==> config.mk <==
export PLATFORM = sky130hd
export DESIGN_NAME = serial_attenuator_control
export DESIGN_NICKNAME = d
export VERILOG_FILES = /design/src/atten_pkg.sv /design/src/edge_sync.sv /design/src/serial_attenuator_control.sv
export SDC_FILE = /design/constraint.sdc
export NUM_CORES = 1
export LEC_CHECK = 0
export BUFFER_PORTS_ARGS = -buffer_cell sky130_fd_sc_hd__buf_2
export CORE_MARGIN = 1.5
export CORE_UTILIZATION = 50
export CTS_CLUSTER_DIAMETER = 80
export DETAILED_ROUTE_END_ITERATION = 6
export GPL_TIMING_DRIVEN = 0
export PLACE_DENSITY_LB_ADDON = 0.12
export SLEW_MARGIN = 25
export SYNTH_ARGS = -nofsm -noshare
export SYNTH_HDL_FRONTEND = slang
export SYNTH_HIERARCHICAL = 1
export SYNTH_SLANG_ARGS = --single-unit
==> constraint.sdc <==
create_clock -name clk -period 1.2 [get_ports clk]
set_input_delay 0.06 -clock clk [delete_from_list [all_inputs] [get_ports clk]]
set_output_delay 0.06 -clock clk [all_outputs]
set_load 0.02 [all_outputs]
==> src/atten_pkg.sv <==
package atten_pkg;
   localparam int SHIFT_LEN = 8;
   localparam int CTRL_BITS = 5;
   localparam int SER_DELAY = 8;
   // positions of the five control bits inside the shift register, lsb first
   localparam int POS_HALF = 0;
   localparam int POS_ONE = 1;
   localparam int POS_TWO = 2;
   localparam int POS_FOUR = 3;
   localparam int POS_EIGHT = 4;
   localparam logic [7:0] SHIFT_RESET = 8'h00;
   // control lines are active low: all high is minimum loss
   localparam logic [4:0] CTRL_RESET_N = 5'h1F;

   typedef struct packed {
      logic data;
      logic sclk;
      logic latch;
      logic clear_n;
   } pins_s;
endpackage

==> src/edge_sync.sv <==
`timescale 1ns/1ps
module edge_sync (
   // clock and reset
   input wire logic clk,
   input wire logic reset,
   // asynchronous pin and its synchronised view
   input wire logic pin_in,
   output logic level,
   output logic rise
);
   logic meta_reg, meta_next;
   logic sync_reg, sync_next;
   logic last_reg, last_next;

   always_comb begin
      meta_next = pin_in;
      sync_next = meta_reg;
      last_next = sync_reg;
   end

   always_ff @(posedge clk) begin
      if (reset) begin
         meta_reg <= 1'b0;
         sync_reg <= 1'b0;
         last_reg <= 1'b0;
      end else begin
         meta_reg <= meta_next;
         sync_reg <= sync_next;
         last_reg <= last_next;
      end
   end

   assign level = sync_reg;
   assign rise = sync_reg & ~last_reg;
endmodule

==> src/serial_attenuator_control.sv <==
`timescale 1ns/1ps
// Contract
// - While clear_n is low the shift register is held at zero regardless of clock and latch.
// - With clear_n high each rising shift clock shifts the register one place, taking serial in.
// - The first bit shifted in is the least significant bit of the control word.
// - With clear_n high a rising latch copies the register onto the control lines, held until next.
// - Serial out repeats serial in delayed by exactly eight shift-clock cycles.
// - Each attenuation state is chosen by an eight-bit word shifted in before latching; its first five bits are used.
// - Control bits weigh 0.5, 1, 2, 4 and 8 dB, the 0.5 dB bit least significant.
// - Control lines are active low: all high is minimum loss, all low is 15.5 dB.
// - Several low bits give the sum of their weights.
module serial_attenuator_control #(
   parameter int SHIFT_LEN = atten_pkg::SHIFT_LEN
) (
   // clock and reset
   input wire logic clk,
   input wire logic reset,
   // serial control pins from the controller
   input wire atten_pkg::pins_s pins,
   // chained serial output
   output logic ser_out,
   // active-low attenuation lines: half, one, two, four, eight dB
   output logic [atten_pkg::CTRL_BITS-1:0] ctrl_n,
   // shift register contents for observation
   output logic [SHIFT_LEN-1:0] shift_state
);
   logic data_lvl, clr_lvl, sclk_rise, latch_rise;
   logic [SHIFT_LEN-1:0] shift_reg, shift_next;
   logic [atten_pkg::CTRL_BITS-1:0] ctrl_n_reg, ctrl_n_next;
   logic ser_reg, ser_next;

   edge_sync u_data (.clk(clk), .reset(reset), .pin_in(pins.data), .level(data_lvl), .rise());
   edge_sync u_sclk (.clk(clk), .reset(reset), .pin_in(pins.sclk), .level(), .rise(sclk_rise));
   edge_sync u_latch (.clk(clk), .reset(reset), .pin_in(pins.latch), .level(),
      .rise(latch_rise));
   edge_sync u_clr (.clk(clk), .reset(reset), .pin_in(pins.clear_n), .level(clr_lvl), .rise());

   // pick the five weighted bits out of the shifted word
   function automatic logic [atten_pkg::CTRL_BITS-1:0] pick_ctrl(input logic [SHIFT_LEN-1:0] w);
      pick_ctrl = {w[atten_pkg::POS_EIGHT], w[atten_pkg::POS_FOUR], w[atten_pkg::POS_TWO],
         w[atten_pkg::POS_ONE], w[atten_pkg::POS_HALF]};
   endfunction

   always_comb begin
      shift_next = shift_reg;
      ctrl_n_next = ctrl_n_reg;
      ser_next = ser_reg;
      if (!clr_lvl) begin
         shift_next = '0;
      end else begin
         if (sclk_rise) begin
            // new bits enter the top, so the first bit ends at bit 0
            shift_next = {data_lvl, shift_reg[SHIFT_LEN-1:1]};
            ser_next = shift_reg[0];
         end
         if (latch_rise) begin
            ctrl_n_next = pick_ctrl(shift_reg);
         end
      end
   end

   always_ff @(posedge clk) begin
      if (reset) begin
         shift_reg <= '0;
         ctrl_n_reg <= atten_pkg::CTRL_RESET_N;
         ser_reg <= 1'b0;
      end else begin
         shift_reg <= shift_next;
         ctrl_n_reg <= ctrl_n_next;
         ser_reg <= ser_next;
      end
   end

   assign ctrl_n = ctrl_n_reg;
   assign ser_out = ser_reg;
   assign shift_state = shift_reg;

   // checker-only state, kept apart from the datapath so the checks below
   // compare the register against a second, independent model of the link
   // shifts seen since the last clear, saturating at the register length
   logic [3:0] shifts_reg, shifts_next;
   // serial input history, newest bit at the top, oldest at bit 0
   logic [atten_pkg::SER_DELAY-1:0] hist_reg, hist_next;

   always_comb begin
      shifts_next = shifts_reg;
      hist_next = hist_reg;
      if (!clr_lvl) begin
         shifts_next = 4'h0;
         hist_next = '0;
      end else if (sclk_rise) begin
         hist_next = {data_lvl, hist_reg[atten_pkg::SER_DELAY-1:1]};
         // saturate so a long stream never wraps the count
         if (shifts_reg != 4'(SHIFT_LEN)) begin
            shifts_next = shifts_reg + 4'h1;
         end
      end
   end

   always_ff @(posedge clk) begin
      if (reset) begin
         shifts_reg <= 4'h0;
         hist_reg <= '0;
      end else begin
         shifts_reg <= shifts_next;
         hist_reg <= hist_next;
      end
   end

   chk_clear_holds: assert property (@(posedge clk) disable iff (reset)
      !clr_lvl |=> shift_reg == '0) else $error("shift register not cleared");
   chk_shift_step: assert property (@(posedge clk) disable iff (reset)
      clr_lvl && sclk_rise |=> shift_reg[SHIFT_LEN-2:0] == $past(shift_reg[SHIFT_LEN-1:1]))
      else $error("shift did not advance");
   chk_shift_in: assert property (@(posedge clk) disable iff (reset)
      clr_lvl && sclk_rise |=> shift_reg[SHIFT_LEN-1] == $past(data_lvl))
      else $error("serial input not sampled");
   chk_latch_copy: assert property (@(posedge clk) disable iff (reset)
      clr_lvl && latch_rise |=> ctrl_n == pick_ctrl($past(shift_reg)))
      else $error("latch did not copy");
   chk_ctrl_hold: assert property (@(posedge clk) disable iff (reset)
      !(clr_lvl && latch_rise) |=> $stable(ctrl_n)) else $error("control lines moved");
   chk_ser_delay: assert property (@(posedge clk) disable iff (reset)
      clr_lvl && sclk_rise |=> ser_out == $past(shift_reg[0]))
      else $error("serial out wrong");
   chk_half_bit: assert property (@(posedge clk) disable iff (reset)
      clr_lvl && latch_rise |=> ctrl_n[0] == $past(shift_reg[atten_pkg::POS_HALF]))
      else $error("lsb weight misplaced");
   chk_eight_bit: assert property (@(posedge clk) disable iff (reset)
      clr_lvl && latch_rise |=> ctrl_n[4] == $past(shift_reg[atten_pkg::POS_EIGHT]))
      else $error("msb weight misplaced");

   // clear must not disturb what is already on the control lines
   chk_clear_keeps_ctrl: assert property (@(posedge clk) disable iff (reset)
      !clr_lvl |=> $stable(ctrl_n))
      else $error("clear moved control lines");
   // with clear_n high, no shift clock edge, no movement of the register
   chk_shift_hold: assert property (@(posedge clk) disable iff (reset)
      clr_lvl && !sclk_rise |=> $stable(shift_reg))
      else $error("shift register moved without clock");
   // the register must match the independent history model at all times
   chk_word_order: assert property (@(posedge clk) disable iff (reset)
      shift_reg == hist_reg)
      else $error("bit order differs from history");
   // serial out changes only on a shift clock edge
   chk_ser_hold: assert property (@(posedge clk) disable iff (reset)
      !(clr_lvl && sclk_rise) |=> $stable(ser_out))
      else $error("serial out moved without clock");
   // once eight bits have passed, serial out is the input from eight shifts back
   chk_ser_history: assert property (@(posedge clk) disable iff (reset)
      clr_lvl && sclk_rise && shifts_reg == 4'(SHIFT_LEN) |=> ser_out == $past(hist_reg[0]))
      else $error("serial out not eight shifts late");
   // a latch after a full word presents that word's control bits
   chk_full_word: assert property (@(posedge clk) disable iff (reset)
      clr_lvl && latch_rise && shifts_reg == 4'(SHIFT_LEN)
      |=> ctrl_n == pick_ctrl($past(hist_reg)))
      else $error("full word not latched");
   chk_one_bit: assert property (@(posedge clk) disable iff (reset)
      clr_lvl && latch_rise |=> ctrl_n[1] == $past(shift_reg[atten_pkg::POS_ONE]))
      else $error("one dB weight misplaced");
   chk_two_bit: assert property (@(posedge clk) disable iff (reset)
      clr_lvl && latch_rise |=> ctrl_n[2] == $past(shift_reg[atten_pkg::POS_TWO]))
      else $error("two dB weight misplaced");
   chk_four_bit: assert property (@(posedge clk) disable iff (reset)
      clr_lvl && latch_rise |=> ctrl_n[3] == $past(shift_reg[atten_pkg::POS_FOUR]))
      else $error("four dB weight misplaced");
   // reset leaves the lines all high, the minimum-loss state
   chk_reset_lines: assert property (@(posedge clk)
      reset |=> ctrl_n == atten_pkg::CTRL_RESET_N && ser_out == 1'b0)
      else $error("reset state wrong");
   // an all-ones word selects minimum loss
   chk_min_loss: assert property (@(posedge clk) disable iff (reset)
      clr_lvl && latch_rise && pick_ctrl(shift_reg) == atten_pkg::CTRL_RESET_N
      |=> ctrl_n == atten_pkg::CTRL_RESET_N)
      else $error("minimum loss not selected");
   // the three unused positions never reach the lines
   chk_ignored_bits: assert property (@(posedge clk) disable iff (reset)
      clr_lvl && latch_rise |=> ctrl_n == pick_ctrl($past(shift_reg) & 8'h1F))
      else $error("unused bits leaked");
   // the helper count never passes the register length
   chk_count_bound: assert property (@(posedge clk) disable iff (reset)
      shifts_reg <= 4'(SHIFT_LEN))
      else $error("shift count overran");
endmodule

==> impl_results.md, run 1 <==
- Total grt overflow: 0
- # IOs: 20
- Core area: 0.001489 mm2
- Startpoint Class: flop
- P_sw: 0.0002661 W
- Maximum clock path buffer count: 2
- Mapped Avg Cell Area: 11.51 um2
- Worst-path clk slew: 0.13 ns
- Worst Tran Pin Value: 0.2780 ns
- Highest clock rate: 878.3 MHz
- Final wirelength: 1305 um
- Die ar.: 0.001837 mm2
- Chip Width: 42.86 um
- Endpoint class of the critical path: flop
- Tot GR Track Use: 0.1582
- Post-DRT Antenna Nets: 0
- Final Hold Vio Count: 0
- RSZ-0062 raised after global routing: no
- Total power: 0.001450 W
- # setup viols final: 0
- Internal: 0.001184 W
- WP buf/inv: 0
- Clk_lat worst skew: 0.31 ns
- Critical Path Max Stage Delay: 0.35 ns
- Worst vdd ir: 896.2 uV
- Post-CTS Setup Inserts: 0
- TritonCTS clock tree: built
- Clock group share of total power: 0.392
- Filler instances: 130
- NumNets Final: 103
- Syn-to-layout area delta: 26.46%
- Crit path kind: reg2reg
- First-pass GRT wire length: 2152 um
- Seq pwr share: 0.566
- Post-Syn Instances: 69
- Tmin final: 1.139 ns
- Outcome: completed
- Largest net degree at the start of global routing: 18
- Clk sinks: 24
- Layout cell share with drive strength beyond 1: 0.3542
- Die height: 42.86 um
- Via/cell ratio: 4.973
- Worst EP arrival: 1.34 ns
- Initial antenna violation count: 0
- CP top delay family: simple AND/OR/NAND/NOR gates
- Cts bufs inserted: 3
- Initial DRT Pass Iterations: 4
- Max-cap violation count: 0
- Routed wire per std cell: 11.65 um
- Placed cell count: 104
- CP Max Fanout: 6
- Vias: 557
- Ordered list of cells on the worst path: nor2b_2 > nand2_2 > a211o_1
- Fin cells: 112
- TNS Setup: 0 ns
- # H-tree levels: 1
- Vias in the first global route: 483
- Number of buffers added on ports: 19
- CTS root buf: clkbuf_4
- Leak: 0.4187 nW
- Antenna diodes: 0
- CP max-delay cell: dfxtp_1
- Sw Ratio: 0.1836
- Worst Hold Class: in2reg
- Largest register FFs: 8
- Slew headroom: 0.8144
- Comb power frac: 0.042
- Slew Limit Fails: 0
- Netlist Area Pre-Place: 794.5 um2
- Syn Nets: 75
- Period utilization: 0.9488
- Starting Density: 0.5336
- Global placement routability congestion: 0.6652
- Row count: 14
- Detailed Place HPWL: 912.7 um
- Initial DRC Count: 3
- YS warnings: 6
- Crit path required time: 1.41 ns
- DRC: 0
- Setup Skew: 0.004889 ns
- PD cells: 1443 mW/mm2
[area by class of cell]
| class | count | area, um2 | area share |
|---|---|---|---|
| buffer | 2 | 12.51 | 0.01245 |
| multi-input combinational | 43 | 304.0 | 0.3026 |
| timing repair buffer | 23 | 135.1 | 0.1345 |
| tap | 16 | 20.02 | 0.01993 |
| clock inverter | 1 | 30.03 | 0.02989 |
| clock buffer | 3 | 22.52 | 0.02242 |
| sequential | 24 | 480.5 | 0.4782 |
[timing repair]
action,in CTS,in global routing
hold buffers,4,0
resized for setup,0,1
endpoints found under the hold margin,4,0
endpoints found under the setup margin,0,3
[cells in the final DEF (no fill, tap or decap), types with 2 or more instances in the layout]
| cell type | count |
|---|---|
| mux2i_1 | 8 |
| buf_2 | 20 |
| nor2b_1 | 10 |
| dlygate4sd3_1 | 4 |
| dfxtp_1 | 24 |
| and3_2 | 5 |
| nor2_1 | 8 |
| nor2b_2 | 2 |
| clkbuf_4 | 4 |
| a211o_1 | 5 |
[power groups by stage]
stage                     clock network, W   logic, W  registers [W]
after floorplan                          0  0.0000272       0.000839
after global placement                   0  0.0000493       0.000838
after detailed placement                 0  0.0000510       0.000838
after CTS                         0.000581  0.0000605       0.000821
after global routing              0.000618  0.0000662       0.000823
final                             0.000569  0.0000605       0.000821
[path summary, 6_finish.rpt]
path	startpoint	endpoint	slack (ns)	cells past startpoint
max	u_latch/level	ctrl_n[4]	0.06	3
min	reset	u_latch/last_reg	0.1	2
max reg2reg	u_latch/level	ctrl_n[4]	0.06	3
min reg2reg	u_sclk/meta_reg	u_sclk/level	0.45	1
[through the flow]
step             util  worst slack (ns)  hold slack, ns  cell area, um2
6_report       0.6748           0.06145         0.09575            1005
4_1_cts        0.6731           0.07528         0.08794            1002
3_5_place_dp   0.6109           0.08894          0.2782           909.6
2_1_floorplan       -            0.2084          0.1291           794.5
3_3_place_gp   0.6109            0.1130          0.2671           909.6
5_1_grt        0.6748           0.01832         0.09923            1005
[per-layer routing]
layer | global-route usage | up-vias | routed length [um]
li1 | - | 288 | -
met1 | 0.2027 | 254 | 604
met2 | 0.2576 | 13 | 644
met3 | 0.02553 | 2 | 50
met4 | 0.07500 | 0 | 6
met5 | 0 | - | 0
No activity file was read; power rests on OpenSTA's default activity.
==> inputs of run 2 (changes only) <==
--- a/config.mk
+++ b/config.mk
@@ -12,6 +12,7 @@
 export DETAILED_ROUTE_END_ITERATION = 6
 export GPL_TIMING_DRIVEN = 0
 export PLACE_DENSITY_LB_ADDON = 0.12
+export REMOVE_ABC_BUFFERS = 1
 export SLEW_MARGIN = 25
 export SYNTH_ARGS = -nofsm -noshare
 export SYNTH_HDL_FRONTEND = slang
==> impl_results.md, run 2 (synthesized netlist as in run 1, its figures left out) <==
- # IOs: 20 (unchanged)
- Slew Limit Fails: 0 (unchanged)
- Outcome: completed
- CP Max Fanout: 10 (+4)
- Detailed Place HPWL: 842.2 um (-7.7%)
- Number of buffers added on ports: 19 (unchanged)
- Vias: 547 (-1.8%)
- Most common cell after layout, fill and taps aside: dfxtp_1
- Total grt overflow: 0 (unchanged)
- Cts bufs inserted: 3 (unchanged)
- Initial antenna violation count: 0 (unchanged)
- Post-layout util: 0.6529 (-0.02185)
- Total power: 0.001205 W (-17%)
- Largest register FFs: 8 (unchanged)
- Global placement routability congestion: 0.7040 (+5.8%)
- Core area: 0.001489 mm2 (unchanged)
- Initial DRC Count: 1 (-2)
- Worst vdd ir: 815.5 uV (-9.0%)
- Setup Skew: 0.003326 ns (-0.001563 ns)
- Post-CTS Setup Inserts: 0 (unchanged)
- Die ar.: 0.001837 mm2 (unchanged)
- Highest clock rate: 922.2 MHz (+5.0%)
- Largest net degree at the start of global routing: 18 (unchanged)
- Final wirelength: 1165 um (-11%)
- Final WS setup: 0.1157 ns (+0.05424 ns)
- DRC: 0 (unchanged)
- Leak: 0.3999 nW (-4.5%)
- Worst Hold Class: in2reg
- NumNets Final: 101 (-1.9%)
- Multi-input logic area: 314.1 um2 (+3.3%)
- Antenna diodes: 0 (unchanged)
- First-pass GRT wire length: 2049 um (-4.8%)
- Period utilization: 0.9036 (-0.04520)
- Row count: 14 (unchanged)
- Tmin final: 1.084 ns (-0.05424 ns)
- Worst Tran Pin Value: 0.3508 ns (+0.07279 ns)
- TritonCTS clock tree: built
- Most frequent cells in the layout: 24 x dfxtp_1, 19 x buf_2, 10 x nor2b_1, 8 x mux2i_1, 8 x nor2_1
- Die height: 42.86 um (unchanged)
- Post-DRT Antenna Nets: 0 (unchanged)
- Clk sinks: 24 (unchanged)
- Initial DRT Pass Iterations: 4 (unchanged)
- Worst-path clk slew: 0.12 ns (about the same)
- Filler instances: 125 (-3.8%)
- Worst EP arrival: 1.28 ns (-0.06 ns)
- Clk_lat worst skew: 0.30 ns (about the same)
- # H-tree levels: 1 (unchanged)
- Via/cell ratio: 5.018 (+0.91%)
- CTS root buf: clkbuf_4
- Starting Density: 0.5336 (unchanged)
- Slew headroom: 0.7656 (-0.04877)
- Chip Width: 42.86 um (unchanged)
- Startpoint Class: flop
- Crit path required time: 1.39 ns (-0.02 ns)
- RSZ-0062 raised after global routing: no
- Vias in the first global route: 508 (+5.2%)
- Final Hold Vio Count: 0 (unchanged)
- Tot GR Track Use: 0.1448 (-0.01346)
- Syn-to-layout area delta: 22.36%
- Max-cap violation count: 0 (unchanged)
- # setup viols final: 0 (unchanged)
- Layout cell share with drive strength beyond 1: 0.3333 (-0.02083)
- Maximum clock path buffer count: 2 (unchanged)
- Crit path kind: reg2reg
- Endpoint class of the critical path: flop
- Routed wire per std cell: 10.69 um (-8.3%)
- Worst slack at placement: -0.04666 ns (-0.1356 ns)
- PD cells: 1240 mW/mm2 (-14%)
- FF/Latch Area: 480.5 um2 (unchanged)
run 2: repair_timing:
action	4_1_cts	5_1_grt
hold buffers	3	1
hold endpoints to repair	3	1
cloned	0	0
gates resized for setup	1	1
endpoints found under the setup margin	9	2
run 2: worst paths after layout:
path	slack, ns	endpoint	startpoint	cells after the start
max reg2reg	0.12	shift_state[1]	u_sclk/level	3
max	0.12	shift_state[1]	u_sclk/level	3
min reg2reg	0.45	u_sclk/level	u_sclk/meta_reg	1
min	0.11	u_data/level	reset	2
run 2: per-stage QoR:
stage | cell area [um2] | hold WS (ns) | cells | TNS, ns
global placement | 899.6 | 0.2679 | 102 | -0.09143
finish | 972.2 | 0.1069 | 109 | 0
detailed placement | 899.6 | 0.2771 | 102 | -0.3224
CTS | 957.2 | 0.008914 | 108 | 0
global route | 972.2 | 0.1137 | 109 | 0
floorplan | 784.5 | 0.1291 | 67 | 0
run 2: area by class of cell:
class	instances	area share
flip-flops and latches	24	0.4942
clock buffers	3	0.02317
repair buffers	23	0.1390
multi-input cells	43	0.3230
well taps	16	0.02059
run 2: layer usage:
metal,track usage,vias to the layer above,share of wire
li1,-,286,-
met2,0.2364,13,0.49
met5,0,-,0
met4,0.05625,0,0
met1,0.1887,248,0.48
met3,0.02553,0,0.032
run 2: worst max-delay path, cell delays in order, from the launching register on:
cell,delay (ns)
dfxtp_1,0.35
nor2b_4,0.35
mux2i_1,0.23
nor2_1,0.06
run 2: power by group:
group / internal, W / switching, W
Combinational: 0.0000332 / 0.0000263
Sequential: 0.000813 / 0.00000788
Clock: 0.000117 / 0.000208
Total: 0.000963 / 0.000242
==> inputs of run 3 (changes only) <==
==> constraint.sdc (replaced) <==
create_clock -name clk -period 1.2 [get_ports clk]
set_input_delay 0.18 -clock clk [delete_from_list [all_inputs] [get_ports clk]]
set_output_delay 0.18 -clock clk [all_outputs]
set_load 0.02 [all_outputs]
==> impl_results.md, run 3 (synthesized netlist as in run 1, its figures left out) <==
- Outcome: completed
- Routed wire per std cell: 10.88 um (+1.8%)
- # setup viols final: 0 (unchanged)
- Hold buffers post-CTS: 0 (-3)
- Internal: 0.0009544 W (-0.87%)
- Vias: 535 (-2.2%)
- RR Endpoint: shift_state[1]
- Total grt overflow: 0 (unchanged)
- Fin cells: 105 (-3.7%)
- Leak: 0.3831 nW (-4.2%)
- Most common cell after layout, fill and taps aside: dfxtp_1
- Die ar.: 0.001837 mm2 (unchanged)
- RSZ-0062 raised after global routing: no
- Number of buffers added on ports: 19 (unchanged)
- Largest register FFs: 8 (unchanged)
- Highest clock rate: 921.3 MHz (-0.11%)
- Post-DRT Antenna Nets: 0 (unchanged)
- Initial DRT Pass Iterations: 3 (-1)
- Critical Path Max Stage Delay: 0.35 ns (about the same)
- Setup Skew: 0.002524 ns (-0.0008015 ns)
- Maximum clock path buffer count: 2 (unchanged)
- # H-tree levels: 1 (unchanged)
- P_sw: 0.0002419 W (-0.17%)
- WHS: 0.08933 ns (-0.01752 ns)
- First-pass GRT wire length: 2021 um (-1.4%)
- Worst vdd ir: 803.6 uV (-1.5%)
- Seq pwr share: 0.686 (+0.005)
- Slew headroom: 0.7657 (about the same)
- Global placement routability congestion: 0.7040 (unchanged)
- Tot GR Track Use: 0.1430 (-0.001776)
- Vias in the first global route: 496 (-2.4%)
- Crit path required time: 1.39 ns (about the same)
- Core area: 0.001489 mm2 (unchanged)
- Worst Tran Pin Value: 0.3508 ns (-0.00004649 ns)
- Max-cap violation count: 0 (unchanged)
- Comb power frac: 0.042 (-0.007)
- Clock group share of total power: 0.273 (+0.003)
- CP Max Fanout: 10 (unchanged)
- Worst Hold Path EP: u_data/meta_reg
- Chip Width: 42.86 um (unchanged)
- Syn-to-layout area delta: 17.32%
- # IOs: 20 (unchanged)
- Die height: 42.86 um (unchanged)
- Path depth of the worst reg2reg path: 3 (unchanged)
- WP depth: 3 (unchanged)
- Detailed Place HPWL: 842.2 um (unchanged)
- Clk sinks: 24 (unchanged)
- Worst EP arrival: 1.28 ns (about the same)
- Final Cell Area: 932.1 um2 (-4.1%)
- Post-CTS Resized: 1 (unchanged)
- CP max-delay cell: dfxtp_1
- Worst reg2reg path startpoint: u_sclk/level
- Post-layout util: 0.6261 (-0.02689)
- Final Hold Vio Count: 0 (unchanged)
- Initial DRC Count: 1 (unchanged)
- Clk_lat worst skew: 0.30 ns (about the same)
- Most frequent cells in the layout: 24 x dfxtp_1, 19 x buf_2, 10 x nor2b_1, 8 x mux2i_1, 8 x nor2_1
- Final wirelength: 1142 um (-2.0%)
- CTS root buf: clkbuf_4
- NumNets Final: 97 (-4.0%)
- Row count: 14 (unchanged)
- Antenna diodes: 0 (unchanged)
- Endpoint class of the critical path: flop
- Worst Hold Class: in2reg
- CP top delay family: simple AND/OR/NAND/NOR gates
- Crit path kind: reg2reg
- Initial antenna violation count: 0 (unchanged)
- TNS Setup: 0 ns (unchanged)
- Layout cell share with drive strength beyond 1: 0.3483 (+0.01498)
- Period utilization: 0.9046 (+0.0009717)
- Starting Density: 0.5336 (unchanged)
- Ordered list of cells on the worst path: nor2b_4 > mux2i_1 > nor2_1
- FF-to-FF setup slack: 0.11 ns (about the same)
- Slew Limit Fails: 0 (unchanged)
- Largest net degree at the start of global routing: 18 (unchanged)
- Startpoint Class: flop
- PD cells: 1283 mW/mm2 (+3.5%)
- Post-CTS Setup Inserts: 0 (unchanged)
- Worst setup path startpoint: u_sclk/level
- DRC: 0 (unchanged)
- Worst-path clk slew: 0.12 ns (about the same)
- Hold_sp: pins[3]
- Post-DP Area: 899.6 um2 (unchanged)
- Cts bufs inserted: 3 (unchanged)
- Via/cell ratio: 5.095 (+1.5%)
- Placed cell count: 102 (unchanged)
- Sw Ratio: 0.2022 (+0.001132)
- Tmin final: 1.085 ns (+0.001166 ns)
- Hold path depth: 2 (unchanged)
- TritonCTS clock tree: built
- WP buf/inv: 0 (unchanged)
==> run 3: changes by cell type in the layout (fill, tap and decap cells not counted) <==
cell           previous run  this run
dlygate4sd3_1             4         0
==> run 3: per-stage QoR <==
| stage | power (W) | worst slack [ns] |
|---|---|---|
| 6_report | 0.001196 | 0.1145 |
| 2_1_floorplan | 0.0008646 | 0.09777 |
| 5_1_grt | 0.001246 | 0.008036 |
| 3_3_place_gp | 0.0008848 | -0.02247 |
| 3_5_place_dp | 0.0008866 | -0.04666 |
| 4_1_cts | 0.001216 | 0.1167 |
==> run 3: metal layers <==
layer / global-route usage / up-vias / routed length [um]
li1: - / 278 / -
met1: 0.1887 / 244 / 542
met2: 0.2303 / 13 / 560
met3: 0.02553 / 0 / 40
met4: 0.05625 / 0 / 0
met5: 0 / - / 0
==> run 3: power groups by stage <==
stage	registers [W]	clock network, W	logic, W
6_report	0.000821	0.000326	0.0000497
5_1_grt	0.000823	0.000368	0.0000549
4_1_cts	0.000821	0.000346	0.0000494
3_5_place_dp	0.000838	0	0.0000486
3_3_place_gp	0.000837	0	0.0000474
2_1_floorplan	0.000839	0	0.0000257
==> run 3: worst max path at each step <==
stage               slack [ns]        endpoint
CTS                       0.12       ctrl_n[2]
detailed placement       -0.05  shift_state[1]
finish                    0.11  shift_state[1]
global placement         -0.02  shift_state[7]
global route             0.008  shift_state[4]
floorplan                  0.1  shift_state[0]
==> run 3: area by class of cell <==
type	instances	area, um2
multi-input combinational	43	314.1
sequential	24	480.5
timing repair buffer	19	95.09
fill	131	556.8
clock buffer	3	22.52
tap	16	20.02
